===== src/hw/gms_pkg.sv =====
// Constants and types for the genset mains synchronisation supervisor.
// Assumes one 10 MHz clock and a one-second tick derived inside the supervisor.
// How it works
// Request plus preconditions starts synchronisation, reported outward
// Group sync output follows group synchronisation
// Mains sync output follows mains synchronisation
// In-progress output follows either synchronisation
// Synchronised output needs running sync and match
// Synchronised output drops once breaker closes
// Three status flags exposed to logic
// Auto sync in auto, test, remote, manual-if-set
// Ten seconds matched unclosed forces frequency slip
// Per-breaker nonzero timeout, automatic modes only
// Mains failure anomaly is always warning
// Group failure alarm if directly managed
// Manual mode still checks synchronised state
// Offsets 0-100 percent, 50 is nominal
// Analogue offset input overrides stored setting
// Manual: close command after synchronised closes breaker
// Policy 0: keep loads, retry after acknowledge
// Policy 1: open group, close mains unsynchronised
// Intervention inhibit overrides all, stops generators
// Intervention inhibit only in automatic mode
// Intervention inhibit raises no anomaly
// Any inhibit lights display lock indicator
// Sync ends on close, request loss, timeout
package gms_pkg;
  localparam int unsigned CLK_HZ        = 10_000_000;
  localparam int unsigned TICK_CYCLES   = CLK_HZ;      // One second
  localparam int unsigned SLIP_HOLD_S   = 10;          // Matched hold before slip
  localparam int unsigned SLIP_TIME_S   = 2;           // Forced slip duration
  localparam int unsigned TIME_W        = 16;
  localparam logic [6:0]  OFFSET_NOMINAL = 7'h32;      // 50 percent
  localparam logic [6:0]  OFFSET_MAX     = 7'h64;      // 100 percent

  typedef enum logic [2:0] {
    GMS_MODE_OFF    = 3'h0,
    GMS_MODE_MAN    = 3'h1,
    GMS_MODE_AUTO   = 3'h2,
    GMS_MODE_TEST   = 3'h3,
    GMS_MODE_REMOTE = 3'h4
  } gms_mode_type;

  typedef enum logic [2:0] {
    GMS_ST_IDLE   = 3'h0,
    GMS_ST_SYNC   = 3'h1,
    GMS_ST_SLIP   = 3'h2,
    GMS_ST_FAILED = 3'h3,
    GMS_ST_BLACK  = 3'h4
  } gms_state_type;
endpackage : gms_pkg


===== src/hw/gms_sync_if.sv =====
// Bundle between the supervisor and its per-breaker timeout channel.
// Assumes the supervisor drives the control side and reads the expiry.
`timescale 1ns/100ps
interface gms_sync_if #(parameter int unsigned TW = 16);
  logic          run;
  logic          tick;
  logic [TW-1:0] limit_s;
  logic          expired;
  modport ctrl (output run, output tick, output limit_s, input expired);
  modport chan (input run, input tick, input limit_s, output expired);
endinterface : gms_sync_if


===== src/hw/gms_timeout.sv =====
// Per-breaker synchronisation duration supervisor, counts seconds ticks.
// Assumes tick is a one-cycle pulse once a second from the supervisor.
`timescale 1ns/100ps
module gms_timeout #(
  parameter int unsigned TW = 16
) (
  input  wire logic clock,
  input  wire logic srst,
  gms_sync_if.chan  bus
);
  logic [TW-1:0] secs_ff;
  logic [TW-1:0] nxt_secs;
  logic          exp_ff;
  logic          nxt_exp;

  // A zero limit disables supervision entirely
  always_comb begin
    nxt_secs = secs_ff;
    nxt_exp  = 1'b0;
    if (!bus.run) begin
      nxt_secs = '0;
    end else if (bus.limit_s != '0) begin
      if (bus.tick && secs_ff != bus.limit_s)
        nxt_secs = secs_ff + 1'b1;
      nxt_exp = (secs_ff == bus.limit_s);
    end
  end

  always_ff @(posedge clock) begin
    if (srst) begin
      secs_ff <= '0;
      exp_ff  <= 1'b0;
    end else begin
      secs_ff <= nxt_secs;
      exp_ff  <= nxt_exp;
    end
  end

  assign bus.expired = exp_ff;

  a_expiry_needs_run: assert property (@(posedge clock) disable iff (srst)
    bus.expired |-> $past(bus.run) && bus.limit_s != '0)
    else $error("timeout expired without a running supervised sync");
endmodule : gms_timeout


===== src/hw/gms_supervisor.sv =====
// Top of the genset mains synchronisation supervisor.
// Assumes all inputs are synchronous to clock; settings are static levels.
`timescale 1ns/100ps
module gms_supervisor #(
  parameter int unsigned TICK_CYC = gms_pkg::TICK_CYCLES
) (
  input  wire logic         clock,
  input  wire logic         srst,
  input  wire logic [2:0]   op_mode,
  input  wire logic         auto_sync_in_man,
  input  wire logic         use_external_sync,
  input  wire logic         group_brk_managed,
  input  wire logic         fail_policy,
  input  wire logic         mains_brk_sync_request_in,
  input  wire logic         group_brk_sync_request_in,
  input  wire logic         sync_preconditions_ok,
  input  wire logic         phase_matched,
  input  wire logic         mains_breaker_closed,
  input  wire logic         group_breaker_closed,
  input  wire logic         manual_close_cmd,
  input  wire logic         anomaly_ack,
  input  wire logic         gens_required,
  input  wire logic         auto_intervention_inhibit,
  input  wire logic         other_inhibit_active,
  input  wire logic [15:0]  mains_brk_max_sync_s,
  input  wire logic [15:0]  group_brk_max_sync_s,
  input  wire logic [6:0]   voltage_offset_set,
  input  wire logic [6:0]   speed_offset_set,
  input  wire logic         analog_voltage_offset_fn,
  input  wire logic [6:0]   analog_voltage_offset,
  input  wire logic         analog_speed_offset_fn,
  input  wire logic [6:0]   analog_speed_offset,
  output logic              group_brk_sync_out,
  output logic              mains_brk_sync_out,
  output logic              sync_in_progress_out,
  output logic              synchronised_out,
  output logic              flag_sync_mains_brk,
  output logic              flag_sync_group_brk,
  output logic              flag_synchronised,
  output logic              freq_slip_cmd,
  output logic              close_mains_brk_cmd,
  output logic              close_group_brk_cmd,
  output logic              force_open_group_brk,
  output logic              gens_shutdown,
  output logic              mains_brk_sync_fail_warning,
  output logic              group_brk_sync_fail_anomaly,
  output logic              group_fail_is_alarm,
  output logic              inhibit_lock_indicator,
  output logic [6:0]        voltage_offset_eff,
  output logic [6:0]        speed_offset_eff
);
  // The seconds divider is a 24-bit counter, so the period must fit in it
  if (TICK_CYC < 2 || TICK_CYC > 32'h01000000) begin : g_bad_tick
    $error("TICK_CYC must lie between 2 and 16777216");
  end

  localparam int unsigned SLIP_W = 4;

  gms_pkg::gms_state_type state_ff, nxt_state;
  logic        tgt_mains_ff, nxt_tgt_mains;
  logic [23:0] tick_cnt_ff, nxt_tick_cnt;
  logic        tick;
  logic [SLIP_W-1:0] hold_ff, nxt_hold;
  logic        warn_ff, nxt_warn;
  logic        anom_ff, nxt_anom;
  logic        sync_ff, nxt_sync_q;
  logic        match_ff, nxt_match;
  logic [6:0]  voff_ff, nxt_voff, soff_ff, nxt_soff;

  logic        is_auto_mode, mode_auto_sync, inhibit_act, mains_req, group_req;
  logic        brk_closed, sync_run, expired_m, expired_g;

  gms_sync_if #(.TW(gms_pkg::TIME_W)) tm_m ();
  gms_sync_if #(.TW(gms_pkg::TIME_W)) tm_g ();

  gms_timeout #(.TW(gms_pkg::TIME_W)) u_tmo_mains (.clock(clock), .srst(srst), .bus(tm_m));
  gms_timeout #(.TW(gms_pkg::TIME_W)) u_tmo_group (.clock(clock), .srst(srst), .bus(tm_g));

  // Seconds timebase
  always_comb begin
    tick         = (tick_cnt_ff == 24'(TICK_CYC - 1));
    nxt_tick_cnt = tick ? 24'h000000 : tick_cnt_ff + 24'h000001;
  end

  always_comb begin
    is_auto_mode   = (op_mode == gms_pkg::GMS_MODE_AUTO) ||
                     (op_mode == gms_pkg::GMS_MODE_TEST) ||
                     (op_mode == gms_pkg::GMS_MODE_REMOTE);
    mode_auto_sync = is_auto_mode ||
                     (op_mode == gms_pkg::GMS_MODE_MAN && auto_sync_in_man);
    inhibit_act    = auto_intervention_inhibit &&
                     (op_mode == gms_pkg::GMS_MODE_AUTO);
    mains_req      = mains_brk_sync_request_in && sync_preconditions_ok;
    group_req      = group_brk_sync_request_in && sync_preconditions_ok;
    brk_closed     = tgt_mains_ff ? mains_breaker_closed : group_breaker_closed;
    sync_run       = (state_ff == gms_pkg::GMS_ST_SYNC) ||
                     (state_ff == gms_pkg::GMS_ST_SLIP);
    expired_m      = tm_m.expired;
    expired_g      = tm_g.expired;
  end

  // Timeouts run only in the automatic modes, never in manual
  assign tm_m.run     = sync_run && tgt_mains_ff && is_auto_mode;
  assign tm_g.run     = sync_run && !tgt_mains_ff && is_auto_mode;
  assign tm_m.tick    = tick;
  assign tm_g.tick    = tick;
  assign tm_m.limit_s = mains_brk_max_sync_s;
  assign tm_g.limit_s = group_brk_max_sync_s;

  // Sequencer
  always_comb begin
    nxt_state     = state_ff;
    nxt_tgt_mains = tgt_mains_ff;
    nxt_hold      = hold_ff;
    nxt_warn      = warn_ff;
    nxt_anom      = anom_ff;
    if (anomaly_ack) begin
      nxt_warn = 1'b0;
      nxt_anom = 1'b0;
    end
    case (state_ff)
      gms_pkg::GMS_ST_IDLE: begin
        nxt_hold = '0;
        if (!inhibit_act && !warn_ff) begin
          if (mains_req && !mains_breaker_closed) begin
            nxt_state     = gms_pkg::GMS_ST_SYNC;
            nxt_tgt_mains = 1'b1;
          end else if (group_req && !group_breaker_closed) begin
            nxt_state     = gms_pkg::GMS_ST_SYNC;
            nxt_tgt_mains = 1'b0;
          end
        end
      end
      gms_pkg::GMS_ST_SYNC, gms_pkg::GMS_ST_SLIP: begin
        if (tick && state_ff == gms_pkg::GMS_ST_SLIP) begin
          nxt_hold = hold_ff + 1'b1;
          if (hold_ff == SLIP_W'(gms_pkg::SLIP_TIME_S - 1)) begin
            nxt_state = gms_pkg::GMS_ST_SYNC;
            nxt_hold  = '0;
          end
        end else if (state_ff == gms_pkg::GMS_ST_SYNC) begin
          if (!match_ff)
            nxt_hold = '0;
          else if (tick && mode_auto_sync && !use_external_sync) begin
            nxt_hold = hold_ff + 1'b1;
            if (hold_ff == SLIP_W'(gms_pkg::SLIP_HOLD_S - 1)) begin
              nxt_state = gms_pkg::GMS_ST_SLIP;
              nxt_hold  = '0;
            end
          end
        end
        if (inhibit_act || brk_closed ||
            !(tgt_mains_ff ? mains_req : group_req)) begin
          nxt_state = gms_pkg::GMS_ST_IDLE;
        end else if (expired_m) begin
          nxt_warn  = 1'b1;
          nxt_state = fail_policy ? gms_pkg::GMS_ST_BLACK : gms_pkg::GMS_ST_FAILED;
        end else if (expired_g) begin
          nxt_anom  = 1'b1;
          nxt_state = gms_pkg::GMS_ST_IDLE;
        end
      end
      gms_pkg::GMS_ST_FAILED: begin
        if (anomaly_ack || !warn_ff)
          nxt_state = gms_pkg::GMS_ST_IDLE;
      end
      gms_pkg::GMS_ST_BLACK: begin
        if (mains_breaker_closed || inhibit_act) begin
          nxt_state = gms_pkg::GMS_ST_IDLE;
          nxt_warn  = 1'b0;
        end
      end
      default: nxt_state = gms_pkg::GMS_ST_IDLE;
    endcase
    // Expiry is a set event, it wins over a same-cycle acknowledge
    if (expired_m && sync_run && !inhibit_act) nxt_warn = 1'b1;
  end

  // Registered outputs
  always_comb begin
    nxt_sync_q = (nxt_state == gms_pkg::GMS_ST_SYNC) || (nxt_state == gms_pkg::GMS_ST_SLIP);
    nxt_match  = phase_matched && nxt_sync_q && (state_ff == gms_pkg::GMS_ST_SYNC)
                 && !brk_closed;
    nxt_voff   = analog_voltage_offset_fn ? analog_voltage_offset : voltage_offset_set;
    nxt_soff   = analog_speed_offset_fn ? analog_speed_offset : speed_offset_set;
    if (nxt_voff > gms_pkg::OFFSET_MAX) nxt_voff = gms_pkg::OFFSET_MAX;
    if (nxt_soff > gms_pkg::OFFSET_MAX) nxt_soff = gms_pkg::OFFSET_MAX;
  end

  always_ff @(posedge clock) begin
    if (srst) begin
      state_ff     <= gms_pkg::GMS_ST_IDLE;
      tgt_mains_ff <= 1'b0;
      tick_cnt_ff  <= '0;
      hold_ff      <= '0;
      warn_ff      <= 1'b0;
      anom_ff      <= 1'b0;
      sync_ff      <= 1'b0;
      match_ff     <= 1'b0;
      voff_ff      <= gms_pkg::OFFSET_NOMINAL;
      soff_ff      <= gms_pkg::OFFSET_NOMINAL;
    end else begin
      state_ff     <= nxt_state;
      tgt_mains_ff <= nxt_tgt_mains;
      tick_cnt_ff  <= nxt_tick_cnt;
      hold_ff      <= nxt_hold;
      warn_ff      <= nxt_warn;
      anom_ff      <= nxt_anom;
      sync_ff      <= nxt_sync_q;
      match_ff     <= nxt_match;
      voff_ff      <= nxt_voff;
      soff_ff      <= nxt_soff;
    end
  end

  always_comb begin
    flag_sync_mains_brk  = sync_ff && tgt_mains_ff;
    flag_sync_group_brk  = sync_ff && !tgt_mains_ff;
    flag_synchronised    = match_ff;
    mains_brk_sync_out   = flag_sync_mains_brk && use_external_sync;
    group_brk_sync_out   = flag_sync_group_brk && use_external_sync;
    sync_in_progress_out = sync_ff && use_external_sync;
    synchronised_out     = match_ff;
    freq_slip_cmd        = (state_ff == gms_pkg::GMS_ST_SLIP);
    // Manual close only honoured while matched; auto close on match, group breaker only while gens_required
    close_mains_brk_cmd  = match_ff && tgt_mains_ff &&
                           (mode_auto_sync ? 1'b1 : manual_close_cmd) ||
                           (state_ff == gms_pkg::GMS_ST_BLACK && !group_breaker_closed);
    close_group_brk_cmd  = match_ff && !tgt_mains_ff &&
                           (mode_auto_sync ? gens_required : manual_close_cmd);
    force_open_group_brk = (state_ff == gms_pkg::GMS_ST_BLACK);
    gens_shutdown        = inhibit_act;
    mains_brk_sync_fail_warning = warn_ff;
    group_brk_sync_fail_anomaly = anom_ff;
    group_fail_is_alarm  = anom_ff && group_brk_managed;
    inhibit_lock_indicator = inhibit_act || other_inhibit_active;
    voltage_offset_eff   = voff_ff;
    speed_offset_eff     = soff_ff;
  end

  a_sync_outs_flags: assert property (@(posedge clock) disable iff (srst)
    sync_in_progress_out |-> (flag_sync_mains_brk ^ flag_sync_group_brk))
    else $error("in-progress without exactly one breaker flag");
  a_synced_in_sync: assert property (@(posedge clock) disable iff (srst)
    synchronised_out |-> sync_ff && $past(phase_matched))
    else $error("synchronised while not syncing or unmatched");
  a_drop_on_close: assert property (@(posedge clock) disable iff (srst)
    sync_run && brk_closed |=> !synchronised_out && !sync_ff)
    else $error("synchronised held after breaker closed");
  a_inhibit_stops: assert property (@(posedge clock) disable iff (srst)
    inhibit_act |=> !sync_ff)
    else $error("sync kept running under intervention inhibit");
  a_inhibit_auto_only: assert property (@(posedge clock) disable iff (srst)
    gens_shutdown |-> op_mode == gms_pkg::GMS_MODE_AUTO)
    else $error("intervention inhibit acted outside auto mode");
  a_start_on_request: assert property (@(posedge clock) disable iff (srst)
    state_ff == gms_pkg::GMS_ST_IDLE && !inhibit_act && !warn_ff && mains_req
    && !mains_breaker_closed |=> flag_sync_mains_brk)
    else $error("mains request did not start synchronisation");
  a_mains_warn_set: assert property (@(posedge clock) disable iff (srst)
    sync_run && expired_m && !inhibit_act |=> mains_brk_sync_fail_warning)
    else $error("mains timeout did not raise warning");
  a_offset_select: assert property (@(posedge clock) disable iff (srst)
    analog_voltage_offset_fn && analog_voltage_offset <= gms_pkg::OFFSET_MAX
    |=> voltage_offset_eff == $past(analog_voltage_offset))
    else $error("analogue voltage offset not taken");
  a_alarm_sev: assert property (@(posedge clock) disable iff (srst)
    group_fail_is_alarm |-> group_brk_managed && group_brk_sync_fail_anomaly)
    else $error("group alarm without direct management");
  a_lock_ind: assert property (@(posedge clock) disable iff (srst)
    other_inhibit_active |-> inhibit_lock_indicator)
    else $error("lock indicator missing under inhibit");

  c_mains_sync: cover property (@(posedge clock) disable iff (srst)
    flag_sync_mains_brk ##1 synchronised_out);
  c_slip: cover property (@(posedge clock) disable iff (srst) freq_slip_cmd);
  c_blackout: cover property (@(posedge clock) disable iff (srst)
    force_open_group_brk ##1 close_mains_brk_cmd);
  c_group_fail: cover property (@(posedge clock) disable iff (srst)
    group_brk_sync_fail_anomaly);
endmodule : gms_supervisor


===== config.mk =====
export PLATFORM = sky130hd
export DESIGN_NAME = gms_supervisor
export DESIGN_NICKNAME = d
export VERILOG_FILES = /design/src/hw/gms_pkg.sv /design/src/hw/gms_sync_if.sv /design/src/hw/gms_timeout.sv /design/src/hw/gms_supervisor.sv
export SDC_FILE = /design/constraint.sdc
export NUM_CORES = 1
export LEC_CHECK = 0
export BUFFER_PORTS_ARGS = -buffer_cell sky130_fd_sc_hd__buf_2
export CORE_MARGIN = 2
export CORE_UTILIZATION = 35
export CTS_CLUSTER_DIAMETER = 200
export DETAILED_ROUTE_END_ITERATION = 8
export GPL_TIMING_DRIVEN = 1
export PLACE_DENSITY = 0.57
export SLEW_MARGIN = 20
export SYNTH_ARGS = -nofsm -noshare
export SYNTH_HDL_FRONTEND = slang
export SYNTH_SLANG_ARGS = --single-unit

===== constraint.sdc =====
create_clock -name clock -period 4.5 [get_ports clock]
set_input_delay 0.9 -clock clock [delete_from_list [all_inputs] [get_ports clock]]
set_output_delay 0.9 -clock clock [all_outputs]
set_load 0.05 [all_outputs]

==> results of run 1 <==
==> report_power, final <==
| group | switching (W) | leakage (nW) | internal [W] |
|---|---|---|---|
| sequential | 0.00000756 | 0.681 | 0.000757 |
| combinational | 0.000104 | 1.40 | 0.0000605 |
| clock | 0.000276 | 0.140 | 0.000441 |
==> cell usage in the layout (no fill, tap or decap), types with 10 or more instances in the layout <==
cell type,synthesis,routed
o21ai_1,10,10
nor2_1,54,54
a21oi_1,38,38
xnor2_1,10,10
or3_1,19,19
mux2i_1,14,14
nand3_1,24,24
buf_2,1,111
inv_1,16,16
nand4_1,15,15
o21ai_0,22,22
nand2_1,43,43
nor4_1,19,19
dfxtp_1,84,84
and3_1,12,12
nor3_1,10,10
xor2_1,51,51
==> per-stage QoR <==
stage	std cells	area (um^2)	power [W]
floorplan	553	4588	0.0008747
detailed placement	818	5279	0.0009453
global route	833	5564	0.001713
CTS	833	5564	0.001670
finish	833	5564	0.001646
global placement	818	5279	0.0009429
==> logic make-up after synthesis <==
family                   synth area share, %
buffers and inverters                  3.054
AND/OR/NAND/NOR                        32.48
XOR/XNOR                               11.64
multiplexers                           3.545
AO/OA/AOI/OAI                          11.26
adder cells (fa/ha/maj)                1.364
flip-flops                             36.65
==> worst reg2reg max path, delay by kind of cell (launching register included) <==
kind,cells,cell delay (ns)
AO/OA/AOI/OAI,1,0.14
flip-flops,1,0.37
adder cells (fa/ha/maj),1,0.21
AND/OR/NAND/NOR,5,2.12
==> registers in the layout (all words and copies together) (netlist names), 3 cells and up <==
| signal | count |
|---|---|
| voltage_offset_eff | 7 |
| state_ff | 3 |
| tick_cnt_ff | 24 |
| speed_offset_eff | 7 |
| u_tmo_group.secs_ff | 16 |
| hold_ff | 4 |
| u_tmo_mains.secs_ff | 16 |
==> cell type report <==
cell class	count	area, um^2	area share (%)
multi-input combinational	435	2766	49.72
timing repair buffer	111	555.5	9.984
inverter	16	60.06	1.079
tap	172	215.2	3.868
clock inverter	2	35.03	0.6296
clock buffer	13	250.2	4.497
sequential	84	1682	30.22
==> per-layer routing <==
layer  track usage, %  vias up  wire length (um)
met3            3.282       13               328
met4            7.143        0               176
met1            21.38     2037              5478
met5                0        -                 0
li1                 -     2213                 -
met2            27.71       57              5564
==> final timing paths <==
path	to	slack [ns]	cells after the start
worst max-delay path	close_group_brk_cmd	1.45	6
worst min-delay path	tick_cnt_ff[0]$_SDFF_PP0_	0.48	1
worst max register to register	u_tmo_group.secs_ff[15]$_SDFFE_PP0P_	1.57	7
worst min register to register	tick_cnt_ff[0]$_SDFF_PP0_	0.48	1
==> metrics.md, run 1 <==
| Metric | Value |
|---|---|
| Status | finished, final reports clean |
| Initial core utilization | 36.06% |
| Final wirelength | 11.55 mm |
| FF+latch count, synth | 84 |
| DP Wirelength | 8.951 mm |
| Antenna cell count | 0 |
| Final hold viol count | 0 |
| DRT Pass-1 Iters | 4 |
| Final worst setup slack | 1.451 ns |
| CTS tree | done |
| Total track usage | 16.81% |
| Synth top area cells | dfxtp_1 (37%), xor2_1 (9.7%), nor2_1 (4.4%) |
| Die Y | 118.5 um |
| Die X | 118.5 um |
| Slew headroom | 47.28% |
| TritonCTS Sinks | 84 |
| Slowest-stage cell, CP | buf_2 |
| Yosys cell types | 52 |
| Fraction of layout cells with a size suffix above 1 | 20.12% |
| Post-DRT Antenna Nets | 0 |
| Type of origin of the critical path | input pin |
| Synth area leader | dfxtp_1 |
| Fill count | 1345 |
| Peak VDD IR | 0.1456 mV |
| Largest net degree at the start of global routing | 24 |
| Vias in the first global route | 4205 |
| Crit path cell chain | buf_2, nor3b_1, o21bai_1, mux2i_1, nor3b_1, buf_2 |
| Clock slew at reported path FFs | 0.06 ns |
| Final #Nets | 744 |
| Mapped Cells | 553 |
| Post-synth EDFFs | 0 |
| Core ar. | 12720 um^2 |
| GP Congestion | 0.8165 |
| Initial antenna violation count | 0 |
| Setup Buffers After CTS | 0 |
| FP Rows | 41 |
| H-Tree Depth | 3 |
| Tmin final | 3.049 ns |
| WP data arrival | 2.15 ns |
| FFs w/ async S/R, synth | 0% |
| Most frequent cell after synthesis | dfxtp_1 |
| Max-slew violation count | 0 |
| Number of remaining DRC errors | 0 |
| Static leakage | 2.219 nW |
| Crit-path max cell delay | 0.29 ns |
| Routed vias/inst | 5.186 |
| Crit Path Max Fanout | 5 |
| Seq/Total Area, Yosys | 36.65% |
| P per Cell Area | 295.9 nW/um^2 |
| CP Data Required Time | 3.60 ns |
| CP endpoint kind | output pin |
| Period utilization | 67.75% |
| Max Root-Sink Buffers | 2 |
| Smallest hold slack | 0.4796 ns |
| Die area | 14040 um^2 |
| Hold/Removal Path Class | flop to flop |
| RSZ-0062 raised after global routing | false |
| DR vias | 4320 |
| Crit Path Class | input pin to output pin |
| I/O pin count | 112 |
| Post-synth top flop | dfxtp_1 |
| First-pass GRT wire length | 19.41 mm |
| Worst-Skew Late Latency | 0.34 ns |
| R2R Path Start | tick_cnt_ff[0]$_SDFF_PP0_ |
| Crit path from | op_mode[0] |
| Max-cap viol count | 0 |
| GRT overflow | 0 |
| Initial DRC Count | 169 |
| List of most frequent post-synthesis cells | dfxtp_1 (84), nor2_1 (54), xor2_1 (51) |
| Fmax | 328.0 MHz |
| Clk Tree Root Cell | clkbuf_16 |
| Number of gates resized after CTS | 0 |
| Worst hold start | tick_cnt_ff[0]$_SDFF_PP0_ |
| P&R area growth vs syn | 21.27% |
| Port bufs | 111 |
| Final setup viols | 0 |
| Top cell type's share of synthesized area | 36.65% |
| Worst-Margin Slew | 0.7835 ns |
| Syn Area/Cell | 8.297 um^2 |
| CP top delay family | simple AND/OR/NAND/NOR gates |
| Layout Utilization | 43.74% |
| Clk_skew | 0.005466 ns |
| Mapped Area | 4588 um^2 |
| Post-place setup slack | 1.430 ns |
| Avg WL per Cell | 13.86 um |
| Synth warnings | 0 |
| Buf+Inv Stages, Crit Path | 2 |
| Fin Setup TNS | 0 ns |
| Num CTS Buffers | 9 |
| # hold bufs at CTS | 0 |
| Syn_nets | 640 |
No activity file was read; power rests on OpenSTA's default activity.
==> run 2, diff against run 1 <==
--- a/config.mk
+++ b/config.mk
@@ -5,13 +5,14 @@
 export SDC_FILE = /design/constraint.sdc
 export NUM_CORES = 1
 export LEC_CHECK = 0
+export ABC_AREA = 1
 export BUFFER_PORTS_ARGS = -buffer_cell sky130_fd_sc_hd__buf_2
 export CORE_MARGIN = 2
 export CORE_UTILIZATION = 35
 export CTS_CLUSTER_DIAMETER = 200
 export DETAILED_ROUTE_END_ITERATION = 8
 export GPL_TIMING_DRIVEN = 1
-export PLACE_DENSITY = 0.57
+export PLACE_DENSITY = 0.59
 export SLEW_MARGIN = 20
 export SYNTH_ARGS = -nofsm -noshare
 export SYNTH_HDL_FRONTEND = slang
==> constraint.sdc (replaced) <==
create_clock -name clock -period 2.8 [get_ports clock]
set_input_delay 0.56 -clock clock [delete_from_list [all_inputs] [get_ports clock]]
set_output_delay 0.56 -clock clock [all_outputs]
set_load 0.05 [all_outputs]
==> run 2 against run 1 <==
Compared with the run above: critical path depth is 4 higher; sequential share of layout area decreased by 3.2 points; first-iteration DRC count rose by 83%; clock-buffer cell count shrank 3; combinational power increased by 73%; clock skew increased by 0.0029 ns; synthesized area up 12%; utilization shrank 0.81 points; die area is 12% higher; hold slack got worse by 0.031 ns; global-route usage down 0.76 points.
==> metrics.md, run 2 <==
| Metric | Value |
|---|---|
| FF+latch count, synth | 84 |
| FFs w/ async S/R, synth | 0% |
| Peak VDD IR | 0.3669 mV |
| Hold/Removal Path Class | input pin to flop |
| Largest regs | tick_cnt_ff (24), u_tmo_group.secs_ff (16), u_tmo_mains.secs_ff (16) |
| GRT overflow | 0 |
| R2R Setup Slk | 0.57 ns |
| CTS tree | done |
| P&R area growth vs syn | 20.53% |
| Final setup viols | 0 |
| I/O pin count | 112 |
| Synth warnings | 0 |
| Final #Nets | 970 |
| Final hold viol count | 0 |
| # hold bufs at CTS | 0 |
| Worst hold start | voltage_offset_set[5] |
| DP Wirelength | 9.797 mm |
| Clk Tree Root Cell | clkbuf_16 |
| Fin Setup TNS | 0 ns |
| GP Congestion | 0.8254 |
| Fmax | 447.7 MHz |
| Mapped Area | 5156 um^2 |
| Seq/Total Area, Yosys | 32.61% |
| Fraction of layout cells with a size suffix above 1 | 19.37% |
| Most frequent cell after synthesis | nand2_1 |
| Worst-Skew Late Latency | 0.35 ns |
| Crit-path max cell delay | 0.41 ns |
| Initial core utilization | 35.61% |
| Synth top area cells | dfxtp_1 (33%), nand2_1 (13%), nor2_1 (8.6%) |
| Core ar. | 14480 um^2 |
| Min-Delay Path Depth | 3 |
| DP Cell Count | 1056 |
| H-Tree Depth | 3 |
| First-pass GRT wire length | 20.88 mm |
| Clk_skew | 0.008401 ns |
| Type of origin of the critical path | flop |
| Most frequent cells in the layout | nand2_1 (174), nor2_1 (118), buf_2 (111) |
| Total track usage | 16.04% |
| Top cell type's share of synthesized area | 32.61% |
| Max Root-Sink Buffers | 2 |
| Most frequent CP cell | inv_1 |
| Max-cap viol count | 0 |
| Antenna cell count | 0 |
| Die X | 125.4 um |
| R2r worst-path depth | 10 |
| Tmin final | 2.233 ns |
| Avg WL per Cell | 11.69 um |
| Max-slew violation count | 0 |
| Port bufs | 111 |
| Number of remaining DRC errors | 0 |
| Crit Path Max Fanout | 12 |
| Clock slew at reported path FFs | 0.07 ns |
| Status | finished, final reports clean |
| CP Data Required Time | 3.08 ns |
| Fill count | 1559 |
| Non-filler cells, final | 1072 |
| List of most frequent post-synthesis cells | nand2_1 (174), nor2_1 (118), inv_1 (95) |
| Post-synth top flop | dfxtp_1 |
| Routed vias/inst | 4.661 |
| Hold EP | voltage_offset_eff[5]$_SDFF_PP1_ |
| Slew headroom | 55.44% |
| Yosys cell types | 44 |
| DRT Pass-1 Iters | 4 |
| DR vias | 4997 |
| Crit path from | state_ff[1]$_SDFF_PP0_ |
| Crit path cell chain | inv_1, nor3_4, inv_1, nand2_2, inv_1, nor2_2, nand3_1, inv_1, o21ai_0, a21oi_1 |
| Syn Area/Cell | 6.670 um^2 |
| Initial DRC Count | 309 |
| Crit Path Class | flop to flop |
| Period utilization | 79.76% |
| Mapped Cells | 773 |
| TritonCTS Sinks | 84 |
| FP Rows | 44 |
| Die area | 15720 um^2 |
| Largest net degree at the start of global routing | 18 |
| Setup Buffers After CTS | 0 |
| R2R Path Start | state_ff[1]$_SDFF_PP0_ |
| Post-synth EDFFs | 0 |
| Most common cell after layout, fill and taps aside | nand2_1 |
| Num CTS Buffers | 9 |
| Die Y | 125.4 um |
| Final wirelength | 12.53 mm |
| WP data arrival | 2.52 ns |
| Synth area leader | dfxtp_1 |
| Max reg flops | 24 |
| Number of gates resized after CTS | 0 |
| Crit Reg-Reg Endpoint | u_tmo_group.secs_ff[3]$_SDFFE_PP0P_ |
| CP endpoint kind | flop |
| Vias in the first global route | 4535 |
| Syn_nets | 860 |
| Static leakage | 2.597 nW |
| Post-DRT Antenna Nets | 0 |
| RSZ-0062 raised after global routing | false |
| Reg with most FFs | tick_cnt_ff |
| Slowest-stage cell, CP | nand3_1 |
| Initial antenna violation count | 0 |
| P per Cell Area | 454.7 nW/um^2 |
| Worst-Margin Slew | 0.6624 ns |
-- run 2: area by class of cell --
cell class | count | area (um^2) | share of cell area (%)
multi-input cells | 575 | 3028 | 48.72
flip-flops and latches | 84 | 1682 | 27.06
repair buffers | 114 | 578.1 | 9.301
inverters | 99 | 371.6 | 5.979
clock buffers | 10 | 239.0 | 3.845
well taps | 184 | 230.2 | 3.704
clock inverters | 6 | 86.33 | 1.389
-- run 2: per-stage QoR --
stage | util, % | setup slack (ns) | power [W] | hold slack [ns] | area [um^2]
2_1_floorplan | - | 0.1795 | 0.001433 | 0.4288 | 5161
3_3_place_gp | 40.68 | 0.5872 | 0.001540 | 0.4445 | 5889
3_5_place_dp | 40.68 | 0.5590 | 0.001539 | 0.4491 | 5889
4_1_cts | 42.92 | 0.5470 | 0.002857 | 0.4462 | 6215
5_1_grt | 42.92 | 0.3452 | 0.002937 | 0.4607 | 6215
6_report | 42.92 | 0.5666 | 0.002826 | 0.4483 | 6215
-- run 2: cell families after synthesis --
family                   Yosys count  share of synthesized area [%]
adder cells (fa/ha/maj)            5                          1.213
multiplexers                       8                          1.553
XOR/XNOR                          49                          8.323
buffers and inverters            114                          8.760
AND/OR/NAND/NOR                  427                          38.19
AO/OA/AOI/OAI                     86                          9.343
flip-flops                        84                          32.61
-- run 2: power breakdown --
part	switching [W]	total, W	internal [W]	leakage (nW)
sequential	0.0000111	0.00123	0.00122	0.681
clock	0.000509	0.00132	0.000806	0.159
combinational	0.000179	0.000283	0.000105	1.76
total	0.000699	0.00283	0.00213	2.60
-- run 2: routing by layer --
metal / part of all wire [%] / GRT usage [%] / vias up / wire, um
met4: 0.68 / 3.072 / 0 / 85
met5: 0 / 0 / - / 0
met3: 4.9 / 4.621 / 8 / 612
li1: - / - / 2701 / -
met2: 46 / 26.50 / 103 / 5822
met1: 48 / 21.07 / 2185 / 6009
-- run 2: worst max path at each step --
| stage | slack [ns] | endpoint | cells after the start |
|---|---|---|---|
| 2_1_floorplan | 0.18 | close_mains_brk_cmd | 4 |
| 3_3_place_gp | 0.59 | u_tmo_group.secs_ff[1]$_SDFFE_PP0P_ | 10 |
| 3_5_place_dp | 0.56 | u_tmo_group.secs_ff[3]$_SDFFE_PP0P_ | 10 |
| 4_1_cts | 0.55 | u_tmo_group.secs_ff[3]$_SDFFE_PP0P_ | 10 |
| 5_1_grt | 0.35 | u_tmo_group.secs_ff[0]$_SDFFE_PP0P_ | 10 |
| 6_report | 0.57 | u_tmo_group.secs_ff[3]$_SDFFE_PP0P_ | 10 |
-- run 2: worst max-delay path, delay by kind of cell, from the launching register on --
kind            cells  cell delay, ns
buf+inv             4            0.61
compound gates      2            0.25
simple gates        4            0.91
flops               1            0.39
==> run 3, diff against run 2 <==
--- a/config.mk
+++ b/config.mk
@@ -5,7 +5,7 @@
 export SDC_FILE = /design/constraint.sdc
 export NUM_CORES = 1
 export LEC_CHECK = 0
-export ABC_AREA = 1
+export ABC_AREA = 0
 export BUFFER_PORTS_ARGS = -buffer_cell sky130_fd_sc_hd__buf_2
 export CORE_MARGIN = 2
 export CORE_UTILIZATION = 35
==> constraint.sdc (replaced) <==
create_clock -name clock -period 2 [get_ports clock]
set_input_delay 0.4 -clock clock [delete_from_list [all_inputs] [get_ports clock]]
set_output_delay 0.4 -clock clock [all_outputs]
set_load 0.05 [all_outputs]
==> run 3 against run 2 <==
Compared with the run above: the flow now finishes with violations (negative setup slack); via count decreased by 3.6%; utilization is 10 points higher; clock power increased by 25%; die area down 11%; register-to-register slack got worse by 0.83 ns; power up 34%; largest power group is now sequential cells; clock-buffer cell count up 3; hold slack worse by 0.16 ns; combinational power is 51% higher; sequential power increased by 40%; worst setup slack worse by 0.83 ns; first-iteration DRC count down 46%.
==> metrics.md, run 3 (synthesized netlist as in run 1, its figures left out) <==
| Metric | Value |
|---|---|
| Largest regs | tick_cnt_ff (24), u_tmo_group.secs_ff (16), u_tmo_mains.secs_ff (16) |
| Status | complete, but fails checks |
| Routed vias/inst | 5.193 |
| GRT overflow | 0 |
| Final #Nets | 839 |
| Die area | 14040 um^2 |
| Die Y | 118.5 um |
| Clock slew at reported path FFs | 0.06 ns |
| First-pass GRT wire length | 21.49 mm |
| Final worst setup slack | -0.2626 ns |
| Vias in the first global route | 4658 |
| Max reg flops | 24 |
| Worst hold start | analog_voltage_offset[5] |
| Clk_skew | 0.007483 ns |
| Hold/Removal Path Class | input pin to flop |
| DP Wirelength | 9.645 mm |
| Port bufs | 111 |
| Core ar. | 12720 um^2 |
| DP Cell Count | 891 |
| Fmax | 442.0 MHz |
| Final setup viols | 34 |
| H-Tree Depth | 3 |
| CTS tree | done |
| Slew headroom | 70.81% |
| Tmin final | 2.263 ns |
| FP Rows | 41 |
| Layout Utilization | 53.03% |
| Static leakage | 2.772 nW |
| Buf+Inv Stages, Crit Path | 2 |
| Fill count | 1229 |
| Crit-path max cell delay | 0.52 ns |
| Type of origin of the critical path | flop |
| Total track usage | 18.47% |
| Non-filler cells, final | 928 |
| DRT Pass-1 Iters | 4 |
| Placed cell area | 5947 um^2 |
| Worst-Margin Slew | 0.4317 ns |
| Area taken by multi-input logic gates | 3164 um^2 |
| Most frequent cells in the layout | buf_2 (109), buf_4 (78), dfxtp_1 (77) |
| P&R area growth vs syn | 47.04% |
| Register area | 1690 um^2 |
| Peak VDD IR | 0.5542 mV |
| Die X | 118.5 um |
| Clk Tree Root Cell | clkbuf_16 |
| TritonCTS Sinks | 84 |
| Initial core utilization | 36.06% |
| CP endpoint kind | flop |
| GP Congestion | 0.8374 |
| Largest net degree at the start of global routing | 17 |
| Crit Path Class | flop to flop |
| Period utilization | 113.1% |
| Initial antenna violation count | 0 |
| Max-cap viol count | 0 |
| Antenna cell count | 0 |
| CP Data Required Time | 2.23 ns |
| RSZ-0062 raised after global routing | true |
| Post-DRT Antenna Nets | 0 |
| Most common cell after layout, fill and taps aside | buf_2 |
| Final wirelength | 13.25 mm |
| Final hold viol count | 0 |
| Avg WL per Cell | 14.27 um |
| WP data arrival | 2.49 ns |
| Failing checks | negative setup slack |
| Crit Path Max Fanout | 3 |
| Max-slew violation count | 0 |
| DR vias | 4819 |
| CP top delay family | simple AND/OR/NAND/NOR gates |
| Slowest-stage cell, CP | or4b_4 |
| Num CTS Buffers | 9 |
| Crit path from | tick_cnt_ff[7]$_SDFF_PP0_ |
| I/O pin count | 112 |
| Max Root-Sink Buffers | 2 |
| Reg with most FFs | tick_cnt_ff |
| Post-route design area | 6746 um^2 |
| Worst-Skew Late Latency | 0.34 ns |
| Crit path cell chain | buf_6, or4b_4, nor4_4, buf_4, nand4_1, a31oi_4, and3_4, nor3_1 |
| # hold bufs at CTS | 0 |
| P per Cell Area | 562.0 nW/um^2 |
| Initial DRC Count | 167 |
| Fin Setup TNS | -5.562 ns |
| Number of remaining DRC errors | 0 |
| R2R Path Start | tick_cnt_ff[7]$_SDFF_PP0_ |
| Fraction of layout cells with a size suffix above 1 | 38.23% |
run 3: cell count changes in the layout (fill, tap and decap cells not counted), sizes merged, moves of 17 or more:
cell   delta
buf      +90
nand2   -139
inv      -84
or3      +19
nor2     -73
o21ai    +17
xor2     +21
run 3: final cells by class:
cell class                 count  area share, %
clock buffer                  13          3.709
clock inverter                 2         0.5193
inverter                      16         0.8902
multi-input combinational    437          46.90
sequential                    84          25.06
tap                          172          3.190
timing repair buffer         204          19.73
run 3: path summary, 6_finish.rpt:
| kind | endpoint | slack [ns] | depth (start not counted) |
|---|---|---|---|
| min | voltage_offset_eff[5]$_SDFF_PP1_ | 0.29 | 3 |
| min reg2reg | group_brk_sync_fail_anomaly$_SDFF_PP0_ | 0.50 | 2 |
| max reg2reg | flag_synchronised$_SDFF_PP0_ | -0.26 | 8 |
| max | flag_synchronised$_SDFF_PP0_ | -0.26 | 8 |
run 3: timing repair:
item	4_1_cts	5_1_grt
setup buffers	19	7
setup endpoints to repair	36	42
gates cloned	2	0
pin swaps	31	13
gates resized for setup	38	41
endpoints found under the hold margin	0	0
run 3: per-layer routing:
metal	share of wire, %	track usage (%)	up-vias	wire length (um)
li1	-	-	2419	-
met1	46	24.19	2270	6151
met2	48	30.46	112	6335
met3	3.9	3.378	18	521
met4	1.8	6.399	0	236
met5	0	0	-	0
run 3: power breakdown:
| part | switching (W) | internal [W] |
|---|---|---|
| combinational | 0.000254 | 0.000172 |
| sequential | 0.0000149 | 0.00170 |
| clock | 0.000654 | 0.000994 |
| total | 0.000922 | 0.00287 |
run 3: per-stage QoR:
| stage | total power, W | hold slack (ns) | worst slack (ns) |
|---|---|---|---|
| global route | 0.003927 | 0.3101 | -0.3410 |
| global placement | 0.002160 | 0.4785 | -0.2248 |
| CTS | 0.003805 | 0.2804 | -0.2215 |
| floorplan | 0.001977 | 0.4325 | -0.1313 |
| detailed placement | 0.002169 | 0.4832 | -0.2808 |
| finish | 0.003791 | 0.2853 | -0.2626 |
run 3: worst min-delay path: stages:
cell     delay [ns]
buf_2          0.08
nand2_1        0.04
nand3_1        0.07
